==> config.mk <==
export PLATFORM = sky130hd
export DESIGN_NAME = timer_prescaler_switch
export DESIGN_NICKNAME = d
export VERILOG_FILES = /design/src/timer_pkg.sv /design/src/timer_prescaler_switch.sv
export SDC_FILE = /design/constraint.sdc
export NUM_CORES = 1
export LEC_CHECK = 0
export BUFFER_PORTS_ARGS = -buffer_cell sky130_fd_sc_hd__buf_2
export CAP_MARGIN = 20
export CORE_ASPECT_RATIO = 1.25
export CORE_UTILIZATION = 54
export DETAILED_ROUTE_END_ITERATION = 10
export PLACE_DENSITY_LB_ADDON = 0.2
export RECOVER_POWER = 100
export SYNTH_ARGS = -nofsm -noshare
export SYNTH_HDL_FRONTEND = slang
export SYNTH_SLANG_ARGS = --single-unit
export TNS_END_PERCENT = 20
==> constraint.sdc <==
create_clock -name clk_i -period 5.3 [get_ports clk_i]
set_clock_uncertainty 0.05 [all_clocks]
set_input_delay 1.06 -clock clk_i [delete_from_list [all_inputs] [get_ports clk_i]]
set_output_delay 1.06 -clock clk_i [all_outputs]
set_load 0.02 [all_outputs]
==> src/timer_pkg.sv <==
package timer_pkg;
    // register word indices (printed offsets are not multiples of four: byte address is index times four)
    localparam logic [7:0] IDX_TIMER_COUNT = 8'h01;
    localparam logic [7:0] IDX_INTERRUPT_CONTROL = 8'h0B;
    localparam logic [7:0] IDX_INTERRUPT_CONTROL_HI = 8'h8B;
    localparam logic [7:0] IDX_TIMER_OPTION = 8'h81;
    localparam logic [7:0] IDX_PIN_DIRECTION_A = 8'h85;
    localparam logic [7:0] IDX_IRQ_STATUS = 8'hC0;
    localparam logic [7:0] IDX_IRQ_MASK = 8'hC1;
    localparam logic [7:0] IDX_WATCHDOG_CTRL = 8'hC2;
    localparam int ADDR_W = 10;
    // option field positions
    localparam int OPT_PULLUP_DISABLE = 7;
    localparam int OPT_EXT_IRQ_EDGE = 6;
    localparam int OPT_CLOCK_SOURCE_SEL = 5;
    localparam int OPT_SOURCE_EDGE_SEL = 4;
    localparam int OPT_PRESCALER_ASSIGN = 3;
    // interrupt control field positions
    localparam int ICR_GLOBAL_IRQ_ENABLE = 7;
    localparam int ICR_OVERFLOW_IRQ_ENABLE = 5;
    localparam int ICR_OVERFLOW_FLAG = 2;
    // watchdog control bits (writing one to the clear bit acts; the hard reset bit is never decoded)
    localparam int WDC_CLEAR = 0;
    localparam int WDC_HARD_RESET = 1;
    // reset values
    localparam logic [7:0] OPTION_RESET = 8'hFF;
    localparam logic [4:0] DIRECTION_A_RESET = 5'h1F;
    localparam logic [7:0] ICR_RESET = 8'h00;
    localparam logic [1:0] IRQ_RESET = 2'h0;
    // cycles during which timer increments are held off after a timer write
    localparam logic [1:0] WRITE_INHIBIT_CYCLES = 2'h2;
    // interrupt status bit positions
    localparam int IRQ_OVERFLOW = 0;
    localparam int IRQ_WDT_ROLL = 1;

    typedef struct packed {
        logic [7:0] timer_count;
        logic [7:0] icr;
        logic [7:0] option;
        logic [4:0] direction_a;
    } sw_regs_t;
endpackage

==> src/timer_prescaler_switch.sv <==
`timescale 1ns/1ps
`default_nettype none
module timer_prescaler_switch (
    input wire logic clk_i,
    input wire logic rst_i,
    input wire logic por_i,
    input wire logic ext_count_input_i,
    input wire logic watchdog_tick_i,
    input wire logic watchdog_clear_instr_i,
    input wire logic wb_cyc_i,
    input wire logic wb_stb_i,
    input wire logic wb_we_i,
    input wire logic [timer_pkg::ADDR_W-1:0] wb_adr_i,
    input wire logic [31:0] wb_dat_i,
    input wire logic [3:0] wb_sel_i,
    output logic [31:0] wb_dat_o,
    output logic wb_ack_o,
    output logic watchdog_tick_o,
    output logic [4:0] pin_direction_a_o,
    output logic irq_o
);
    timer_pkg::sw_regs_t regs;
    logic [7:0] prescale_count;
    logic [1:0] inhibit_count;
    logic [1:0] irq_status;
    logic [1:0] irq_mask;
    logic ext_prev;
    logic prescale_pulse;
    logic timer_inc;
    logic wdt_out;
    logic access;
    logic wr;
    logic [7:0] idx;
    logic [7:0] next_read;
    logic timer_wr;
    logic option_wr;
    logic icr_wr;
    logic wdc_wr;
    logic wdt_clear;
    logic raw_tick;
    logic pin_edge;
    logic timer_src;
    logic dir_wr;
    logic status_wr;
    logic mask_wr;
    logic assign_wdt;
    logic overflow;

    // byte address must be word aligned; index is word number
    function automatic logic hit(input logic [timer_pkg::ADDR_W-1:0] a, input logic [7:0] i);
        hit = (a[1:0] == 2'h0) && (a[timer_pkg::ADDR_W-1:2] == i);
    endfunction

    // prescaler output for ratio field n: one single-count pulse every 2^(n+1) counts
    function automatic logic ratio_tap(input logic [7:0] cnt, input logic [2:0] n);
        logic [7:0] mask;
        mask = 8'hFF >> (3'h7 - n);
        ratio_tap = (cnt & mask) == mask;
    endfunction

    assign access = wb_cyc_i && wb_stb_i && !wb_ack_o;
    assign wr = access && wb_we_i && wb_sel_i[0];
    assign idx = wb_adr_i[9:2];
    assign assign_wdt = regs.option[timer_pkg::OPT_PRESCALER_ASSIGN];
    assign timer_wr = wr && hit(wb_adr_i, timer_pkg::IDX_TIMER_COUNT);
    assign option_wr = wr && hit(wb_adr_i, timer_pkg::IDX_TIMER_OPTION);
    assign icr_wr = wr && (hit(wb_adr_i, timer_pkg::IDX_INTERRUPT_CONTROL)
        || hit(wb_adr_i, timer_pkg::IDX_INTERRUPT_CONTROL_HI));
    assign wdc_wr = wr && hit(wb_adr_i, timer_pkg::IDX_WATCHDOG_CTRL)
        && wb_dat_i[timer_pkg::WDC_CLEAR];
    assign wdt_clear = watchdog_clear_instr_i || wdc_wr;

    // strobes for the registers that own the rest of the map
    assign dir_wr = wr && hit(wb_adr_i, timer_pkg::IDX_PIN_DIRECTION_A);
    assign status_wr = wr && hit(wb_adr_i, timer_pkg::IDX_IRQ_STATUS);
    assign mask_wr = wr && hit(wb_adr_i, timer_pkg::IDX_IRQ_MASK);

    // counter pin edge, polarity from the edge select bit
    always_comb
    begin
        if (regs.option[timer_pkg::OPT_SOURCE_EDGE_SEL])
        begin
            pin_edge = ext_prev && !ext_count_input_i; // falling
        end
        else
        begin
            pin_edge = !ext_prev && ext_count_input_i; // rising
        end
    end

    // timer source: every clock in timer mode, pin edges in counter mode
    always_comb
    begin
        if (regs.option[timer_pkg::OPT_CLOCK_SOURCE_SEL])
        begin
            timer_src = pin_edge;
        end
        else
        begin
            timer_src = 1'b1;
        end
    end

    // prescaler input follows its owner; the timer keeps its own source
    // while the watchdog holds the prescaler, so a switch never stalls it
    always_comb
    begin
        if (assign_wdt)
        begin
            raw_tick = watchdog_tick_i;
        end
        else
        begin
            raw_tick = timer_src;
        end
    end

    // previous pin sample for the edge detector; pin is already synchronous
    always_ff @(posedge clk_i)
    begin
        ext_prev <= ext_count_input_i;
    end

    // the prescaler always counts for its owner; ownership can flip mid-run
    assign prescale_pulse = raw_tick && ratio_tap(prescale_count, regs.option[2:0]);
    assign timer_inc = assign_wdt ? timer_src : prescale_pulse;
    assign wdt_out = assign_wdt ? prescale_pulse : 1'b0;

    // shared 8-bit prescaler; cleared by its owner's clear event
    always_ff @(posedge clk_i)
    begin
        if (rst_i)
        begin
            prescale_count <= 8'h00;
        end
        else if (!assign_wdt && timer_wr)
        begin
            prescale_count <= 8'h00;
        end
        else if (assign_wdt && wdt_clear)
        begin
            prescale_count <= 8'h00;
        end
        else if (raw_tick)
        begin
            prescale_count <= prescale_count + 8'h01;
        end
    end

    // watchdog side sees either the raw tick or the divided tick
    always_ff @(posedge clk_i)
    begin
        if (rst_i)
        begin
            watchdog_tick_o <= 1'b0;
        end
        else
        begin
            watchdog_tick_o <= assign_wdt ? wdt_out : watchdog_tick_i;
        end
    end

    // hold-off after a timer write; software compensates by writing an adjusted value
    always_ff @(posedge clk_i)
    begin
        if (rst_i)
        begin
            inhibit_count <= 2'h0;
        end
        else if (timer_wr)
        begin
            inhibit_count <= timer_pkg::WRITE_INHIBIT_CYCLES;
        end
        else if (inhibit_count != 2'h0)
        begin
            inhibit_count <= inhibit_count - 2'h1;
        end
    end

    // a write in the same cycle replaces the count, so it never overflows then
    assign overflow = timer_inc && (inhibit_count == 2'h0) && !timer_wr
        && (regs.timer_count == 8'hFF);

    // timer count: power-on clears it, other resets leave it alone
    always_ff @(posedge clk_i)
    begin
        if (por_i)
        begin
            regs.timer_count <= 8'h00;
        end
        else if (timer_wr)
        begin
            regs.timer_count <= wb_dat_i[7:0];
        end
        else if (timer_inc && inhibit_count == 2'h0)
        begin
            regs.timer_count <= regs.timer_count + 8'h01;
        end
    end

    // option loads ones on every reset; writes take effect at once
    always_ff @(posedge clk_i)
    begin
        if (rst_i || por_i)
        begin
            regs.option <= timer_pkg::OPTION_RESET;
        end
        else if (option_wr)
        begin
            regs.option <= wb_dat_i[7:0];
        end
    end

    // port direction: only five bits are stored
    always_ff @(posedge clk_i)
    begin
        if (rst_i || por_i)
        begin
            regs.direction_a <= timer_pkg::DIRECTION_A_RESET;
        end
        else if (dir_wr)
        begin
            regs.direction_a <= wb_dat_i[4:0];
        end
    end
    assign pin_direction_a_o = regs.direction_a;

    // interrupt control; overflow set wins over a same-cycle software write
    always_ff @(posedge clk_i)
    begin
        if (rst_i || por_i)
        begin
            regs.icr <= timer_pkg::ICR_RESET;
        end
        else
        begin
            if (icr_wr)
            begin
                regs.icr <= wb_dat_i[7:0];
            end
            if (overflow)
            begin
                regs.icr[timer_pkg::ICR_OVERFLOW_FLAG] <= 1'b1;
            end
        end
    end

    // sticky status, write one to clear; a new event beats the clear
    always_ff @(posedge clk_i)
    begin
        if (rst_i || por_i)
        begin
            irq_status <= timer_pkg::IRQ_RESET;
        end
        else
        begin
            if (status_wr)
            begin
                irq_status <= irq_status & ~wb_dat_i[1:0];
            end
            if (overflow)
            begin
                irq_status[timer_pkg::IRQ_OVERFLOW] <= 1'b1;
            end
            if (wdt_out)
            begin
                irq_status[timer_pkg::IRQ_WDT_ROLL] <= 1'b1;
            end
        end
    end

    // mask uses the status layout; all sources masked after reset
    always_ff @(posedge clk_i)
    begin
        if (rst_i || por_i)
        begin
            irq_mask <= timer_pkg::IRQ_RESET;
        end
        else if (mask_wr)
        begin
            irq_mask <= wb_dat_i[1:0];
        end
    end

    // level output straight from registers, no glitch-prone event terms
    assign irq_o = |(irq_status & irq_mask);

    // read mux; unmapped and unimplemented bits read zero
    always_comb
    begin
        next_read = 8'h00;
        if (wb_adr_i[1:0] == 2'h0)
        begin
            case (idx)
                timer_pkg::IDX_TIMER_COUNT: next_read = regs.timer_count;
                timer_pkg::IDX_INTERRUPT_CONTROL: next_read = regs.icr;
                timer_pkg::IDX_INTERRUPT_CONTROL_HI: next_read = regs.icr;
                timer_pkg::IDX_TIMER_OPTION: next_read = regs.option;
                timer_pkg::IDX_PIN_DIRECTION_A: next_read = {3'h0, regs.direction_a};
                timer_pkg::IDX_IRQ_STATUS: next_read = {6'h00, irq_status};
                timer_pkg::IDX_IRQ_MASK: next_read = {6'h00, irq_mask};
                default: next_read = 8'h00;
            endcase
        end
    end

    // single-cycle registered ack, data held with it
    always_ff @(posedge clk_i)
    begin
        if (rst_i)
        begin
            wb_ack_o <= 1'b0;
            wb_dat_o <= 32'h00000000;
        end
        else
        begin
            wb_ack_o <= access;
            if (access && !wb_we_i)
            begin
                wb_dat_o <= {24'h000000, next_read};
            end
        end
    end
endmodule
`default_nettype wire

After elaboration in Yosys (flattened, before gate mapping)
Cells that the tools add are included.
{ "word_totals": {"ff_bits": 54, "inputBits": 55, "output_inout_bits": 40, "wordCells": 101} }
{ "op_classes": {"add_sub_neg": 4, "n_eq_ne": 10, "n_shift": 1, "n_mux": 17, "bitwise_logic": 4, "n_reduce_logical": 50} }
{ "op_table": {"columns": ["cell", "count"], "rows": [
  ["8-bit equality test, second input constant", 7],
  ["8-bit case mux with 6 select lines", 1],
  ["1-bit logical AND", 29],
  ["8-bit two-way mux", 3],
  ["8-bit by 1-bit adder with 8-bit output, second input constant", 2],
  ["2-bit nonzero test", 6],
  ["1-bit two-way mux", 9],
  ["8-bit AND", 1],
  ["8-bit by 1-bit equality test with 1-bit output, second input constant", 1],
  ["8-bit by 4-bit equality test with 1-bit output, second input constant", 1],
  ["8-bit equality test", 1],
  ["8-bit by 3-bit >> shifter with 8-bit output, first input constant", 1],
  ["1-bit logical NOT", 6],
  ["2-bit two-way mux", 3],
  ["2-bit OR reduction", 3],
  ["2-bit AND", 2],
  ["2-bit logical NOT", 2],
  ["1-bit logical OR", 3],
  ["3-bit two-way mux", 1],
  ["3-bit OR reduction", 1],
  ["3-bit subtractor, first input constant", 1],
  ["2-bit NOT", 1],
  ["2-bit by 1-bit subtractor with 2-bit output, second input constant", 1]
]} }

Longest topological paths before layout
{ "logic_depth": {"ltp_word": 11, "depth_mapped": 8, "mapped_depth_nobuf": 6} }

Worst setup path after synthesis
No wires, ideal clock.
{ "synth_timing": {"path_kind": "input to register", "startpoint": "input port wb_adr_i[2] (netlist name)", "endpoint": "register prescale_count[0]", "setup_time_ps": 135, "arrival_ps": 2738, "t_required_ps": 5115, "slack_ps": 2376, "stages": 6, "path_buffers": 1, "path_cell_list": "buf_2 -> or4b_2 -> nor2_2 -> nand2_1 -> o211ai_1 -> nor2_1"} }
{ "synth_via": {"elab_chain_len": 7, "word_cells_on_any_way": 11, "classes_between": "eq/ne (2); reduce/logical (9)"} }
{ "synth_lines": {"columns": ["element", "line", "source"], "rows": [
  ["start, declared", "timer_prescaler_switch.sv:13", "input wire logic [timer_pkg::ADDR_W-1:0] wb_adr_i,"],
  ["8-bit equality test", "timer_prescaler_switch.sv:51", "hit = (a[1:0] == 2'h0) && (a[timer_pkg::ADDR_W-1:2] == i);"],
  ["1-bit logical AND", "timer_prescaler_switch.sv:51", null],
  ["1-bit logical AND", "timer_prescaler_switch.sv:69", "assign wdc_wr = wr && hit(wb_adr_i, timer_pkg::IDX_WATCHDOG_CTRL)"],
  ["1-bit logical AND", "timer_prescaler_switch.sv:70", "&& wb_dat_i[timer_pkg::WDC_CLEAR];"],
  ["1-bit logical OR", "timer_prescaler_switch.sv:71", "assign wdt_clear = watchdog_clear_instr_i || wdc_wr;"],
  ["1-bit logical AND", "timer_prescaler_switch.sv:140", "else if (assign_wdt && wdt_clear)"],
  ["3-bit OR reduction (no line) (*)", null, null],
  ["end signal, assigned", "timer_prescaler_switch.sv:146", "prescale_count <= prescale_count + 8'h01;"],
  ["end, declared", "timer_prescaler_switch.sv:23", "logic [7:0] prescale_count;"]
]} }
Mark *: on every way between the ends. The rest lies on a longest branch, timed or not.
A chain may end at the register's enable or synchronous reset.

Final worst setup path
{ "layout_timing": {"startpoint": "input port wb_adr_i[3] (netlist name)", "endpoint": "register prescale_count[0]"} }
Same word-level chain as after synthesis.

==> results.py <==
metrics = {
    "setup_path": {
        "max_stage_delay_ns": 0.72,
        "cp_cell_sequence": "clkbuf_1 > or4b_2 > nor2_1 > nand2_1 > o211ai_1 > nor2_1",
        "criticalPathCategory": "in -> reg",
        "worst_setup_path_end_kind": "flip-flop",
        "critPathRequiredTime_ns": 5.43,
        "slowest_stage": "o211ai_1",
        "crit_family": "simple AND/OR/NAND/NOR gates",
        "critPathLaunchType": "input port",
        "worstPathMaxFanout": 18,
        "cp_num_buf_inv": 1,
        "cp.arrival_ns": 3.68,
        "cpMostUsedCell": "nor2_1",
    },
    "detailed_routing": {
        "initialDrtViolationCount": 156,
        "dr_wl_met2_mm": 3.30,
        "met1_length_mm": 2.70,
        "drtPass1Iterations": 4,
        "wl_mm": 6.42,
        "viasPerCell": 5.73,
        "routedWlPerCell_um": 14.9,
        "drc": 0,
        "vias": 2470,
        "drtAntennaViolNets": 0,
        "wl_met3_um": 311,
        "top_layer_used": "met4",
    },
    "sta": {
        "final.setup.tns_ns": 0,
        "period_share_pct": 67.0,
        "drv_slew": 0,
        "hold_viol_final": 0,
        "maxSlewHeadroom_pct": 40.8,
        "worst_pin_slew_ns": 0.884,
        "max_freq_mhz": 282,
        "period_minus_slack_ns": 3.55,
        "setup_viol": 0,
        "rsz0062_at_grt": "no",
    },
    "synthesis": {
        "synth-seq-cells": 54,
        "netlist_area_mm2": 0.00285,
        "seq_area_frac_synth_pct": 37.9,
        "syn-instance-count": 338,
        "yosys_warnings": 0,
        "ys_async_sr_fraction_pct": 0,
        "synth_cell_type_count": 56,
        "avgSynthCellArea_um2": 8.43,
        "ys.flop_type": "dfxtp_1",
        "synth_edf_count": 0,
    },
    "pwr": {
        "clockPowerShare_pct": 33.4,
        "p_int_uw": 522,
        "peakVddDrop_uv": 181,
        "power.leakage_uw": 0.00107,
        "cellPowerDensity_mw_per_mm2": 237,
        "seq_power_share_pct": 57.5,
        "p_sw_share_pct": 26.9,
        "switchingPower_uw": 192,
        "pwr-share-comb_pct": 9.1,
    },
    "die": {
        "initial_core_util_pct": 56.1,
        "ioPinCount": 95,
        "fp-row-count": 29,
        "dieArea_mm2": 0.00557,
        "die_x_um": 67.0,
        "die_y_um": 83.2,
        "core_mm2": 0.00508,
    },
    "global_routing": {
        "overflow": 0,
        "grt_pass1_wl_mm": 10.4,
        "grt_max_degree": 19,
        "grt.total_usage_pct": 24.5,
        "grt_pass1_vias": 2232,
        "antenna_found_initial": 0,
    },
    "clock_tree": {
        "holdBufCountCts": 0,
        "cts_root_buf": "clkbuf_8",
        "tritoncts": "built",
        "post_cts_resized": 0,
        "numCtsBuffers": 5,
        "clockBufferDepth": 2,
        "path_clk_slew_ns": 0.10,
        "clk_latency_ns": 0.31,
        "postCtsSetupRepairBufs": 0,
        "htree_levels": 2,
        "cts.sinks": 54,
    },
    "cells_and_area": {
        "antenna_cells": 0,
        "drive_gt1_share_pct": 11.4,
        "finalInstanceArea_mm2": 0.00301,
        "syn2layout_area_growth_pct": 5.71,
        "nNetsFinal": 425,
        "fillers": 510,
    },
    "min_path": {
        "hold_path.class": "reg -> reg",
    },
    "placement": {
        "place_area_mm2": 0.00296,
        "port-buffer-count": 43,
        "place_congestion": 0.833,
        "hpwl_mm": 4.71,
    },
    "outcome": {
        "status": "finished clean",
    },
    "job": {
        "cap_violations": 0,
    },
}
[flip-flops by register name (all words and copies together), names as in the netlist]
| name | flops |
|---|---|
| irq_status | 2 |
| wb_ack_o | 1 |
| prescale_count | 8 |
| wb_dat_o | 8 |
| pin_direction_a_o | 5 |
| irq_mask | 2 |
| assign_wdt | 1 |
| inhibit_count | 2 |
| ext_prev | 1 |
| regs | 23 |
| watchdog_tick_o | 1 |
[metal layers]
metal  track usage, %  up-vias
li1                 -     1219
met1             29.1     1176
met2             42.1       66
met3             4.81        9
met4             9.28        0
met5                0        -
[final timing paths]
path | startpoint | slack [ns] | cells past startpoint | to
max | wb_adr_i[3] | 1.75 | 6 | prescale_count[0]$_SDFFE_PP0P_
min | inhibit_count[0]$_SDFFE_PP0P_ | 0.41 | 1 | inhibit_count[0]$_SDFFE_PP0P_
max reg2reg | wb_ack_o$_SDFF_PP0_ | 2.52 | 6 | prescale_count[0]$_SDFFE_PP0P_
min reg2reg | inhibit_count[0]$_SDFFE_PP0P_ | 0.41 | 1 | inhibit_count[0]$_SDFFE_PP0P_
[cells in the final DEF (no fill, tap or decap), types with 5 or more instances in the layout]
cell type / count
a21oi_1: 14
a222oi_1: 7
a22oi_1: 6
a311oi_1: 6
buf_2: 23
clkbuf_1: 21
clkbuf_8: 5
conb_1: 24
dfxtp_1: 54
mux2i_1: 20
nand2_1: 46
nand3_1: 13
nor2_1: 41
nor3_1: 5
xnor2_1: 7
[cell type report]
type,count,area (µm²),area share [%]
timing repair buffer,44,194,6.44
clock inverter,3,26.3,0.872
inverter,4,15.0,0.498
sequential,54,1080,35.9
clock buffer,5,68.8,2.28
multi-input combinational,259,1550,51.5
tap,62,77.6,2.57
[logic make-up (layout without fill, tap and decap cells)]
family,count (synthesis),after routing,synth area share [%]
AND/OR/NAND/NOR,147,147,25.4
buffers and inverters,48,56,10.3
multiplexers,22,22,7.81
other,1,24,0.132
adder cells (fa/ha/maj),2,2,0.878
AO/OA/AOI/OAI,56,56,15.1
flip-flops,54,54,37.9
XOR/XNOR,8,8,2.46
[metrics by stage]
step           hold slack, ns  worst slack [ns]  utilization, %  total power (µW)  cells
6_report                0.406              1.75            59.3               713    431
5_1_grt                 0.433              1.60            59.3               744    431
4_1_cts                 0.413              2.00            60.1               719    431
3_5_place_dp            0.398              1.67            58.2               485    423
3_3_place_gp            0.391              1.65            58.2               484    423
2_1_floorplan           0.382              2.38               -               475    361
[cell usage after synthesis, types with 3 or more instances]
master     count  area [µm²]
nor2_1        40         150
mux2i_1       20         200
buf_4         29         218
a222oi_1       7        70.1
a311oi_1       5        43.8
nand3_1       13        65.1
nand4_1        4        25.0
o21ai_0        4        20.0
nor3_1         5        25.0
xnor2_1        7        61.3
and2_1         4        25.0
or2_2          4        25.0
inv_1          4        15.0
a2bb2oi_1      4        35.0
dfxtp_1       54        1080
buf_2          4        20.0
clkbuf_1      10        37.5
or3_1          4        25.0
nand2_1       46         173
o31ai_1        3        22.5
a22oi_1        6        45.0
a21oi_1       14        70.1
nor4_1         3        18.8
[power by group through the flow]
stage          Clock [µW]  Combinational, µW  Sequential (µW)
3_5_place_dp            0               65.3              420
4_1_cts               244               65.6              410
2_1_floorplan           0               55.8              419
5_1_grt               261               71.6              411
6_report              238               65.0              410
3_3_place_gp            0               64.8              419
Power figures use the tool's default switching activity.
